### src/rtl/gtb_timer_note_unused.sv
`timescale 1ns/1ps
`default_nettype none
`default_nettype wire

### src/rtl/gtb_pkg.sv
package gtb_pkg;

    // ------------------------------------------------------------
    // Register byte offsets
    // ------------------------------------------------------------
    localparam logic [7:0] OFF_CONTROL_ONE = 8'h00;
    localparam logic [7:0] OFF_IRQ_ENABLE  = 8'h0C;
    localparam logic [7:0] OFF_FLAG        = 8'h10;
    localparam logic [7:0] OFF_EVENT_GEN   = 8'h14;
    localparam logic [7:0] OFF_COUNT       = 8'h24;
    localparam logic [7:0] OFF_DIVIDER     = 8'h28;
    localparam logic [7:0] OFF_RELOAD      = 8'h2C;

    // ------------------------------------------------------------
    // Field positions
    // ------------------------------------------------------------
    localparam int CR_CEN_BIT  = 0;
    localparam int CR_UPDATE_DISABLE_BIT = 1;
    localparam int CR_URS_BIT  = 2;
    localparam int CR_DIR_BIT  = 4;
    localparam int CR_CMS_BIT  = 5;
    localparam int CR_RELOAD_PRELOAD_EN_BIT = 7;
    localparam int IE_UIE_BIT  = 0;
    localparam int SR_UIF_BIT  = 0;
    localparam int EG_UG_BIT   = 0;

    // ------------------------------------------------------------
    // Reset values and bus answers
    // ------------------------------------------------------------
    localparam logic [15:0] RST_COUNT   = 16'h0000;
    localparam logic [15:0] RST_DIVIDER = 16'h0000;
    localparam logic [15:0] RST_RELOAD  = 16'hFFFF;
    localparam logic [1:0]  RESP_OKAY   = 2'h0;
    localparam logic [1:0]  RESP_SLVERR = 2'h2;

endpackage

### src/rtl/gtb_prescaler.sv
`timescale 1ns/1ps
`default_nettype none

module gtb_prescaler #(
    parameter int W = 16
) (
    input  wire logic         clk,
    input  wire logic         resetn,
    input  wire logic [W-1:0] divider_value,
    input  wire logic         load,
    input  wire logic         restart,
    input  wire logic         run,
    output logic              tick
);

    // ------------------------------------------------------------
    // Buffered divider and divider counter
    // ------------------------------------------------------------
    logic [W-1:0] shadow;
    logic [W-1:0] pcount;

    initial begin
        if (W < 1) $error("gtb_prescaler: W must be at least 1");
    end

    // A new divider only takes hold on an update event, so a ratio
    // change never produces a short period mid-count.
    always_ff @(posedge clk) begin
        if (!resetn) begin
            shadow <= '0;
        end else if (load) begin
            shadow <= divider_value;
        end
    end

    always_ff @(posedge clk) begin
        if (!resetn) begin
            pcount <= '0;
        end else if (restart) begin
            pcount <= '0;
        end else if (run) begin
            pcount <= tick ? '0 : pcount + 1'b1;
        end
    end

    assign tick = run && (pcount == shadow);

endmodule
`default_nettype wire

### src/rtl/gtb_timer.sv
// Local design decisions: the placing of the registers and the AXI4-Lite interface to the registers.
`timescale 1ns/1ps
`default_nettype none

module gtb_timer
    import gtb_pkg::*;
#(
    parameter int ADDR_W = 8,
    parameter int CNT_W  = 16
) (
    input  wire logic              clk,
    input  wire logic              resetn,
    input  wire logic [ADDR_W-1:0] s_axi_awaddr,
    input  wire logic              s_axi_awvalid,
    output logic                   s_axi_awready,
    input  wire logic [31:0]       s_axi_wdata,
    input  wire logic [3:0]        s_axi_wstrb,
    input  wire logic              s_axi_wvalid,
    output logic                   s_axi_wready,
    output logic [1:0]             s_axi_bresp,
    output logic                   s_axi_bvalid,
    input  wire logic              s_axi_bready,
    input  wire logic [ADDR_W-1:0] s_axi_araddr,
    input  wire logic              s_axi_arvalid,
    output logic                   s_axi_arready,
    output logic [31:0]            s_axi_rdata,
    output logic [1:0]             s_axi_rresp,
    output logic                   s_axi_rvalid,
    input  wire logic              s_axi_rready,
    output logic                   irq
);
    import gtb_pkg::*;

    initial begin
        if (ADDR_W < 6 || ADDR_W > 8) $error("gtb_timer: ADDR_W 6..8");
        if (CNT_W != 16) $error("gtb_timer: CNT_W must be 16");
    end

    // ------------------------------------------------------------
    // State
    // ------------------------------------------------------------
    logic [ADDR_W-1:0] aw_addr;
    logic [31:0]       w_data;
    logic [3:0]        w_strb;
    logic              counter_enable_bit;
    logic              update_disable;
    logic              update_request_select;
    logic              dir;
    logic              center;
    logic              reload_preload_en;
    logic              irq_enable;
    logic              update_irq_flag;
    logic              cnt_en;
    logic [CNT_W-1:0]  count_value_reg;
    logic [CNT_W-1:0]  divider_value_reg;
    logic [CNT_W-1:0]  reload_value_reg;
    logic [CNT_W-1:0]  reload_shadow;
    logic [CNT_W-1:0]  reload_src;
    logic [CNT_W-1:0]  next_cnt;
    logic              next_dir;
    logic              wrap;
    logic              tick;
    logic              wr_fire;
    logic [31:0]       wr_word;
    logic              wr_ok;
    logic              update_generate;
    logic              update_event;
    logic              flag_set;
    logic [31:0]       rd_word;
    logic              rd_ok;

    // ------------------------------------------------------------
    // AXI4-Lite write channel
    // ------------------------------------------------------------
    // Address and data are latched on their own handshakes; the
    // ready flags double as the "slot empty" markers.
    assign wr_fire = !s_axi_awready && !s_axi_wready && !s_axi_bvalid;
    assign wr_word = {{8{w_strb[3]}}, {8{w_strb[2]}},
                      {8{w_strb[1]}}, {8{w_strb[0]}}} & w_data;

    function automatic logic [CNT_W-1:0] merge16(
        input logic [CNT_W-1:0] old_v,
        input logic [31:0]      data,
        input logic [3:0]       strb
    );
        merge16 = old_v;
        if (strb[0]) merge16[7:0] = data[7:0];
        if (strb[1]) merge16[15:8] = data[15:8];
    endfunction

    function automatic logic sel(input logic [ADDR_W-1:0] a,
                                 input logic [7:0] off);
        sel = (a == off[ADDR_W-1:0]);
    endfunction

    always_comb begin
        wr_ok = sel(aw_addr, OFF_CONTROL_ONE) || sel(aw_addr, OFF_IRQ_ENABLE)
             || sel(aw_addr, OFF_FLAG) || sel(aw_addr, OFF_EVENT_GEN)
             || sel(aw_addr, OFF_COUNT) || sel(aw_addr, OFF_DIVIDER)
             || sel(aw_addr, OFF_RELOAD);
    end

    always_ff @(posedge clk) begin
        if (!resetn) begin
            s_axi_awready <= 1'b1;
            aw_addr       <= '0;
        end else if (s_axi_awready && s_axi_awvalid) begin
            s_axi_awready <= 1'b0;
            aw_addr       <= s_axi_awaddr;
        end else if (wr_fire) begin
            s_axi_awready <= 1'b1;
        end
    end

    always_ff @(posedge clk) begin
        if (!resetn) begin
            s_axi_wready <= 1'b1;
            w_data       <= '0;
            w_strb       <= '0;
        end else if (s_axi_wready && s_axi_wvalid) begin
            s_axi_wready <= 1'b0;
            w_data       <= s_axi_wdata;
            w_strb       <= s_axi_wstrb;
        end else if (wr_fire) begin
            s_axi_wready <= 1'b1;
        end
    end

    always_ff @(posedge clk) begin
        if (!resetn) begin
            s_axi_bvalid <= 1'b0;
            s_axi_bresp  <= RESP_OKAY;
        end else if (wr_fire) begin
            s_axi_bvalid <= 1'b1;
            s_axi_bresp  <= wr_ok ? RESP_OKAY : RESP_SLVERR;
        end else if (s_axi_bready) begin
            s_axi_bvalid <= 1'b0;
        end
    end

    // ------------------------------------------------------------
    // AXI4-Lite read channel
    // ------------------------------------------------------------
    always_comb begin
        rd_word = '0;
        rd_ok   = 1'b1;
        if (sel(s_axi_araddr, OFF_CONTROL_ONE)) begin
            rd_word[CR_CEN_BIT]  = counter_enable_bit;
            rd_word[CR_UPDATE_DISABLE_BIT] = update_disable;
            rd_word[CR_URS_BIT]  = update_request_select;
            rd_word[CR_DIR_BIT]  = dir;
            rd_word[CR_CMS_BIT]  = center;
            rd_word[CR_RELOAD_PRELOAD_EN_BIT] = reload_preload_en;
        end else if (sel(s_axi_araddr, OFF_IRQ_ENABLE)) begin
            rd_word[IE_UIE_BIT] = irq_enable;
        end else if (sel(s_axi_araddr, OFF_FLAG)) begin
            rd_word[SR_UIF_BIT] = update_irq_flag;
        end else if (sel(s_axi_araddr, OFF_EVENT_GEN)) begin
            rd_word = '0;
        end else if (sel(s_axi_araddr, OFF_COUNT)) begin
            rd_word[CNT_W-1:0] = count_value_reg;
        end else if (sel(s_axi_araddr, OFF_DIVIDER)) begin
            rd_word[CNT_W-1:0] = divider_value_reg;
        end else if (sel(s_axi_araddr, OFF_RELOAD)) begin
            rd_word[CNT_W-1:0] = reload_value_reg;
        end else begin
            rd_ok = 1'b0;
        end
    end

    always_ff @(posedge clk) begin
        if (!resetn) begin
            s_axi_arready <= 1'b1;
            s_axi_rvalid  <= 1'b0;
            s_axi_rdata   <= '0;
            s_axi_rresp   <= RESP_OKAY;
        end else if (s_axi_arready && s_axi_arvalid) begin
            s_axi_arready <= 1'b0;
            s_axi_rvalid  <= 1'b1;
            s_axi_rdata   <= rd_word;
            s_axi_rresp   <= rd_ok ? RESP_OKAY : RESP_SLVERR;
        end else if (s_axi_rvalid && s_axi_rready) begin
            s_axi_arready <= 1'b1;
            s_axi_rvalid  <= 1'b0;
        end
    end

    // ------------------------------------------------------------
    // Control registers
    // ------------------------------------------------------------
    always_ff @(posedge clk) begin
        if (!resetn) begin
            counter_enable_bit    <= 1'b0;
            update_disable        <= 1'b0;
            update_request_select <= 1'b0;
            center                <= 1'b0;
            reload_preload_en     <= 1'b0;
            irq_enable            <= 1'b0;
        end else if (wr_fire && sel(aw_addr, OFF_CONTROL_ONE)) begin
            if (w_strb[0]) begin
                counter_enable_bit    <= w_data[CR_CEN_BIT];
                update_disable        <= w_data[CR_UPDATE_DISABLE_BIT];
                update_request_select <= w_data[CR_URS_BIT];
                center                <= w_data[CR_CMS_BIT];
                reload_preload_en     <= w_data[CR_RELOAD_PRELOAD_EN_BIT];
            end
        end else if (wr_fire && sel(aw_addr, OFF_IRQ_ENABLE)) begin
            if (w_strb[0]) irq_enable <= w_data[IE_UIE_BIT];
        end
    end

    // The enable reaches the counter one clock after the control bit.
    always_ff @(posedge clk) begin
        if (!resetn) cnt_en <= 1'b0;
        else         cnt_en <= counter_enable_bit;
    end

    assign update_generate = wr_fire && sel(aw_addr, OFF_EVENT_GEN)
                           && wr_word[EG_UG_BIT];

    // ------------------------------------------------------------
    // Reload preload and shadow
    // ------------------------------------------------------------
    always_ff @(posedge clk) begin
        if (!resetn) begin
            reload_value_reg  <= RST_RELOAD;
            divider_value_reg <= RST_DIVIDER;
        end else if (wr_fire && sel(aw_addr, OFF_RELOAD)) begin
            reload_value_reg <= merge16(reload_value_reg, w_data,
                                        w_strb);
        end else if (wr_fire && sel(aw_addr, OFF_DIVIDER)) begin
            divider_value_reg <= merge16(divider_value_reg, w_data,
                                         w_strb);
        end
    end

    always_ff @(posedge clk) begin
        if (!resetn) begin
            reload_shadow <= RST_RELOAD;
        end else if (!reload_preload_en || update_event) begin
            reload_shadow <= reload_value_reg;
        end
    end

    // A reload sees the new limit only while update_disable is clear; with it set, reload_shadow is used.
    assign reload_src = update_disable ? reload_shadow : reload_value_reg;

    // ------------------------------------------------------------
    // Counter and direction
    // ------------------------------------------------------------
    always_comb begin
        next_cnt = count_value_reg;
        next_dir = dir;
        wrap     = 1'b0;
        if (update_generate) begin
            next_cnt = (!center && dir) ? reload_src : '0;
            if (center) next_dir = 1'b0;
        end else if (tick) begin
            if (center) begin
                if (!dir) begin
                    if ({1'b0, count_value_reg} + 17'h00001
                        >= {1'b0, reload_shadow}) begin
                        next_cnt = reload_shadow;
                        next_dir = 1'b1;
                        wrap     = 1'b1;
                    end else begin
                        next_cnt = count_value_reg + 16'h0001;
                    end
                end else if (count_value_reg <= 16'h0001) begin
                    next_cnt = '0;
                    next_dir = 1'b0;
                    wrap     = 1'b1;
                end else begin
                    next_cnt = count_value_reg - 16'h0001;
                end
            end else if (!dir) begin
                if (count_value_reg >= reload_shadow) begin
                    next_cnt = '0;
                    wrap     = 1'b1;
                end else begin
                    next_cnt = count_value_reg + 16'h0001;
                end
            end else begin
                if (count_value_reg == '0) begin
                    next_cnt = reload_src;
                    wrap     = 1'b1;
                end else begin
                    next_cnt = count_value_reg - 16'h0001;
                end
            end
        end
    end

    // Software writes win over a tick in the same cycle.
    always_ff @(posedge clk) begin
        if (!resetn) begin
            count_value_reg <= RST_COUNT;
        end else if (wr_fire && sel(aw_addr, OFF_COUNT)) begin
            count_value_reg <= merge16(count_value_reg, w_data,
                                       w_strb);
        end else begin
            count_value_reg <= next_cnt;
        end
    end

    always_ff @(posedge clk) begin
        if (!resetn) begin
            dir <= 1'b0;
        end else if (center) begin
            dir <= next_dir;
        end else if (wr_fire && sel(aw_addr, OFF_CONTROL_ONE)
                     && w_strb[0]) begin
            dir <= w_data[CR_DIR_BIT];
        end
    end

    // ------------------------------------------------------------
    // Update event, flag and interrupt
    // ------------------------------------------------------------
    assign update_event = update_generate
                        || (wrap && !update_disable);
    assign flag_set = (wrap && !update_disable)
                    || (update_generate && !update_request_select);

    // A set in the cycle of a clear wins, so no event is lost.
    always_ff @(posedge clk) begin
        if (!resetn) begin
            update_irq_flag <= 1'b0;
        end else if (flag_set) begin
            update_irq_flag <= 1'b1;
        end else if (wr_fire && sel(aw_addr, OFF_FLAG) && w_strb[0]
                     && !w_data[SR_UIF_BIT]) begin
            update_irq_flag <= 1'b0;
        end
    end

    always_ff @(posedge clk) begin
        if (!resetn) irq <= 1'b0;
        else         irq <= update_irq_flag && irq_enable;
    end

    // ------------------------------------------------------------
    // Prescaler
    // ------------------------------------------------------------
    gtb_prescaler #(
        .W(CNT_W)
    ) u_prescaler (
        .clk           (clk),
        .resetn        (resetn),
        .divider_value (divider_value_reg),
        .load          (update_event),
        .restart       (update_generate),
        .run           (cnt_en),
        .tick          (tick)
    );

endmodule
`default_nettype wire

### config.mk
export PLATFORM = sky130hd
export DESIGN_NAME = gtb_timer
export DESIGN_NICKNAME = d
export VERILOG_FILES = /design/src/rtl/gtb_timer_note_unused.sv /design/src/rtl/gtb_pkg.sv /design/src/rtl/gtb_prescaler.sv /design/src/rtl/gtb_timer.sv
export SDC_FILE = /design/constraint.sdc
export NUM_CORES = 1
export LEC_CHECK = 0
export BUFFER_PORTS_ARGS = -buffer_cell sky130_fd_sc_hd__buf_2
export CORE_ASPECT_RATIO = 0.8
export CORE_UTILIZATION = 40
export CTS_BUF_LIST = sky130_fd_sc_hd__clkbuf_2
export CTS_CLUSTER_SIZE = 25
export DETAILED_ROUTE_END_ITERATION = 8
export GPL_TIMING_DRIVEN = 0
export SYNTH_ARGS = -nofsm -noshare
export SYNTH_HDL_FRONTEND = slang
export SYNTH_SLANG_ARGS = --single-unit
### constraint.sdc
create_clock -name clk -period 3.8 [get_ports clk]
set_clock_uncertainty 0.15 [all_clocks]
set_input_delay 0.57 -clock clk [delete_from_list [all_inputs] [get_ports clk]]
set_output_delay 0.57 -clock clk [all_outputs]
set_load 0.005 [all_outputs]
* Word-level counts from Yosys, hierarchy flattened
Index checks and enable logic that the tools add are counted.
** Operators by class
- $add $sub $neg :: 4
- Magnitude comparators :: 3
- Equal/unequal tests :: 16
- Mux-type cells :: 64
- Bitwise operators :: 4
- Reductions and logical operators :: 59
** Operator list (count)
- 2-to-1 mux 16 bit :: 17
- equality test 8 x 6 -> 1 bit, second input constant :: 6
- 2-to-1 mux 1 bit :: 38
- adder 16 x 1 -> 16 bit, second input constant :: 2
- equality test 8 x 5 -> 1 bit, second input constant :: 4
- 2-to-1 mux 15 bit :: 2
- 2-to-1 mux 24 bit :: 1
- logical AND 1 bit :: 22
- adder 16 x 1 -> 17 bit, second input constant :: 1
- greater-or-equal comparator 17 x 16 -> 1 bit :: 1
- equality test 16 bit :: 1
- equality test 8 x 4 -> 1 bit, second input constant :: 2
- greater-or-equal comparator 16 bit :: 1
- <= comparator 16 x 1 -> 1 bit, second input constant :: 1
- zero test 16 bit :: 1
- zero test 8 bit :: 2
- 2-to-1 mux 8 bit :: 2
- subtractor 16 x 1 -> 16 bit, second input constant :: 1
- AND reduction 2 bit :: 6
- nonzero test 2 bit :: 6
- logical OR 1 bit :: 9
- AND reduction 3 bit :: 3
- zero test 1 bit :: 8
- 2-to-1 mux 2 bit :: 3
- other kinds (7) :: 10
** Storage, ports and cells
- Register bits after elaboration :: 173
- Input port bits :: 59
- Logic and storage cells :: 180

* Depth between registers and ports, before layout
- Depth after elaboration :: 10
- Depth in mapped cells :: 16
- Gate-level depth less buffers :: 15

* Hierarchy
Synthesis repeated with hierarchy kept, for this count alone.
** Second synthesis, totals
- Cells, all modules :: 1118
- Area, all modules :: 9250.1 µm²
** By module, submodules not included
- gtb_timer :: instances 1, cells an instance 956, area an instance 7668.6 µm²
- gtb_prescaler :: instances 1, cells an instance 162, area an instance 1581.5 µm²

* Least setup slack after synthesis
Ideal clock, no wire load.
- Path type :: register to register
- Start :: register count_value_reg[4]
- End :: register reload_shadow[10]
- Arrival time :: 3.308 ns
- Path slack :: 0.201 ns
- Stages on the path, launching flop included :: 16
- Buffers on the path :: 2
- Cells stage by stage :: dfxtp_1 -> clkbuf_1 -> and3_1 -> nand3_1 -> nor2_1 -> xor2_1 -> ha_1 -> nand4_1 -> nor3_1 -> a2111oi_0 -> nor3_1 -> o32ai_2 -> o211ai_2 -> buf_2 -> nand2_1 -> o211ai_1
** Between the ends
- Word-level cells in the longest chain between the ends :: 10
- Elaborated cells on any way between the ends :: 17
** Ends and longest elaborated chain
- from (decl) :: line gtb_timer.sv:54 : logic [CNT_W-1:0] count_value_reg;
- from (signal assigned) :: line gtb_timer.sv:299 : count_value_reg <= merge16(count_value_reg, w_data,
- from (signal assigned) :: line gtb_timer.sv:302 : count_value_reg <= next_cnt;
- adder 16 x 1 -> 17 bit :: line gtb_timer.sv:261 : if ({1'b0, count_value_reg} + 17'h00001
- greater-or-equal comparator 17 x 16 -> 1 bit :: line gtb_timer.sv:262 : >= {1'b0, reload_shadow}) begin
- 2-to-1 mux 1 bit :: line gtb_timer.sv:261
- 2-to-1 mux 1 bit :: line gtb_timer.sv:260 : if (!dir) begin
- 2-to-1 mux 1 bit (*) :: line gtb_timer.sv:259 : if (center) begin
- 2-to-1 mux 1 bit (*) :: line gtb_timer.sv:258 : end else if (tick) begin
- 2-to-1 mux 1 bit (*) :: line gtb_timer.sv:255 : if (update_generate) begin
- logical AND 1 bit (*) :: line gtb_timer.sv:321 : || (wrap && !update_disable);
- logical OR 1 bit (*) :: line gtb_timer.sv:321
- logical OR 1 bit (*) :: line gtb_timer.sv:240 : end else if (!reload_preload_en || update_event) begin
- to (signal assigned) :: line gtb_timer.sv:241 : reload_shadow <= reload_value_reg;
- to (decl) :: line gtb_timer.sv:57 : logic [CNT_W-1:0] reload_shadow;
Every way passes the cells marked *; elsewhere a longest branch is shown, timed or not.
A chain may end at the register's enable or synchronous reset.

* Worst setup path in the final report
- Start :: register count_value_reg[5]
- End :: register reload_shadow[4]
Same word-level chain as after synthesis.

==> impl_results.md <==
* Clock sink count at 155
* Average size of a mapped cell at 7.94 um^2
* Max Cap Violations at 0
* GRT Total Usage at 27.4%
* Antenna Violating Nets Remaining at 0
* Core area at 0.0226 mm^2
* Final hold slack at 0.0394 ns
* Final WL at 32.8 mm
* Cell taking the most area after synthesis: dfxtp_1
* Crit share post-route at 97.1%
* Tmin final at 3.69 ns
* Routed vias at 9416
* Worst reg2reg path startpoint: count_value_reg[5]$_SDFFE_PN0P_
* Initial DRC count at 1078
* Sw power at 0.903 mW
* Largest net degree at the start of global routing at 17
* Setup crit end: reload_shadow[4]$_SDFFE_PN1P_
* R2R Path End: reload_shadow[4]$_SDFFE_PN1P_
* Pwr Density at 267 mW/mm^2
* Pleak at 4.93 nW
* Critical Path AT at 4.19 ns
* Dpl ws at -1.36 ns
* Ys async rst share at 0%
* H-tree depth at 4
* Status: finished clean
* Vias in the first global route at 8347
* Internal at 2.11 mW
* Share of post-route cells with drive strength above 1 at 16.7%
* Row count at 49
* Post-synthesis sequential element count at 155
* Synthesized netlist cell count at 1163
* Total gr overflow at 0
* Die height at 138 um
* Post-synthesis cell type count at 71
* Reg power frac at 56.1%
* CTS tree: built
* CP endpoint kind: flop
* Clock slew at reported path FFs at 0.29 ns
* Critical Path Start Type: flop
* Sequential element share of the synthesized area at 33.6%
* Post-route setup TNS at 0 ns
* Worst-path cell chain: buf_8 > nand4_1 > or3_4 > nor3_4 > xnor2_2 > ha_1 > a21o_1 > a21oi_2 > o31a_1 > o21ai_4 > o32ai_4 > buf_12 > o211ai_4 > buf_12 > clkbuf_16 > nand2_1 > o211ai_1
* Final Util at 50.0%
* Area grow syn2layout at 22.1%
* Root buf cell: clkbuf_2
* Buf/Inv on CP at 4
* Finished Layout Cells at 1653
* Maximum clock frequency at 271 MHz
* Clock power share at 35.0%
* # DRC at 0
* Drt via density at 5.70
* Max-slew violation count at 0
* Post-synth top area share at 33.6%
* Max incr delay on CP at 0.41 ns
* Syn. warnings at 0
* Worst Tran Pin Value at 1.07 ns
* Internal reg-to-reg setup slack at 0.11 ns
* Slowest CP cell: dfxtp_2
* Die area at 0.0237 mm^2
* First-pass GRT wire length at 48.6 mm
* Clk_lat worst skew at 0.79 ns
* Rel. slew slack at 27.9%
* Final worst setup slack at 0.112 ns
* Most common cell in the netlist: nand2_1
* CP required at 4.30 ns
* Initial antenna violation count at 0
* Crit path depth at 17
* Post-DP HPWL at 24.2 mm
* Reg2Reg Depth at 17
* Nets at 1429
* Most used cell, CP: buf_12
* Comb power frac at 8.8%
* Hold/Removal Path Class: primary input to flop
* Most common flop cell mapped by yosys: dfxtp_1
* Final setup fails at 0
* Starting Density at 40.9%
* Sw Ratio at 30.0%
* Final Hold Vio Count at 0
* Crit Path Category: flop to flop
* DRT Pass-1 Iters at 7
* Max VDD drop at 0.168 mV
* Post-Syn Area at 0.00924 mm^2
* GPL Wtd Cong at 0.948
* Ports at 101
* Placed Instances at 1549
* CTS Buf Count at 17
* Die X at 172 um
* Post-synth EDFFs at 0
* Ranking of synthesized cells by area: dfxtp_1, nand2_1, ha_1, a21boi_0, mux2i_1
* WL/cell at 19.9 um
* Critical path peak fanout at 5
* Most frequent cells after synthesis: nand2_1, dfxtp_1, o21ai_0
* IO buf count at 63
* Family with the most delay on the worst path: compound AO/OA/AOI/OAI gates
* Worst-case clock buffer depth at 2
* Crit. Startpoint: count_value_reg[5]$_SDFFE_PN0P_
metal layers:
| metal | wire length (um) | up-vias | GRT usage [%] |
|---|---|---|---|
| li1 | - | 4459 | - |
| met1 | 15500 | 4415 | 41.0 |
| met2 | 13500 | 486 | 39.1 |
| met3 | 3290 | 56 | 6.08 |
| met4 | 577 | 0 | 6.98 |
| met5 | 0 | - | 0 |
logic make-up (layout without fill, tap and decap cells):
| family | after synthesis | count (layout) | share of synthesized area [%] |
|---|---|---|---|
| buffers and inverters | 121 | 287 | 5.91 |
| muxes | 56 | 56 | 6.27 |
| AOI/OAI and AO/OA | 285 | 285 | 21.3 |
| DFF | 155 | 155 | 33.6 |
| adders and majority gates | 37 | 37 | 5.01 |
| xor gates and xnor gates | 56 | 56 | 5.31 |
| other | 1 | 19 | 0.0406 |
| and+or+nand+nor | 452 | 452 | 22.6 |
placed cells by master (no fill, tap or decap), drive strengths merged, types with 22 or more instances in the layout:
cell | synthesis | routed
nand2 | 198 | 198
dfxtp | 155 | 155
buf | 34 | 133
o21ai | 78 | 78
clkbuf | 58 | 73
nor2 | 72 | 72
a21boi | 55 | 55
nand3 | 52 | 52
mux2i | 41 | 41
a21oi | 38 | 38
dlygate4sd3 | 0 | 37
ha | 37 | 37
inv | 28 | 35
xnor2 | 34 | 34
nor3 | 32 | 32
o211ai | 25 | 25
nor2b | 22 | 22
xor2 | 22 | 22
power groups by stage:
stage / Clock, mW / Combinational (mW) / Sequential (mW)
floorplan: 0 / 0.143 / 1.71
global placement: 0 / 0.229 / 1.72
detailed placement: 0 / 0.230 / 1.72
CTS: 1.05 / 0.260 / 1.69
global route: 1.13 / 0.290 / 1.69
finish: 1.05 / 0.266 / 1.69
through the flow:
stage	total power [mW]	cell area (um^2)
floorplan	1.85	9300
global placement	1.95	10000
detailed placement	1.95	10000
CTS	3.00	10900
global route	3.11	11300
finish	3.01	11300
worst min-delay path by stage:
stage	startpoint	end	slack, ns	cells past startpoint
finish	s_axi_awvalid	aw_addr[3]$_SDFFE_PN0P_	0.04	3
global route	s_axi_awvalid	aw_addr[3]$_SDFFE_PN0P_	0.02	3
CTS	s_axi_awvalid	aw_addr[3]$_SDFFE_PN0P_	0.006	3
detailed placement	s_axi_rdata[0]$_SDFFE_PN0P_	s_axi_rdata[0]$_SDFFE_PN0P_	0.31	2
global placement	s_axi_rdata[0]$_SDFFE_PN0P_	s_axi_rdata[0]$_SDFFE_PN0P_	0.31	2
floorplan	counter_enable_bit$_SDFFE_PN0P_	cnt_en$_SDFF_PN0_	0.29	1
area by class of cell:
type / count / area [um^2]
Timing Repair Buffer: 134 / 983
Fill cell: 2242 / 11300
Tap cell: 306 / 383
Inverter: 29 / 109
Antenna cell: 1 / 2.50
Sequential cell: 155 / 3120
Clock buffer: 17 / 85.1
Buffer: 92 / 556
Clock inverter: 15 / 180
Multi-Input combinational cell: 904 / 5850
tightest hold or removal path, delay by kind of cell:
kind                   cells  cell delay [ns]
AOI/OAI and AO/OA          1             0.08
and+or+nand+nor            1             0.15
buffers and inverters      1             0.17
timing repair:
item / 4_1_cts / 5_1_grt
hold buffers: 37 / 0
resized for setup: 43 / 58
endpoints found under the setup margin: 50 / 50
buffers inserted: 17 / 16
hold endpoints to repair: 32 / 0
gates cloned: 0 / 1
pin swaps: 12 / 14
Note: power is estimated with default switching activity, not from simulation.
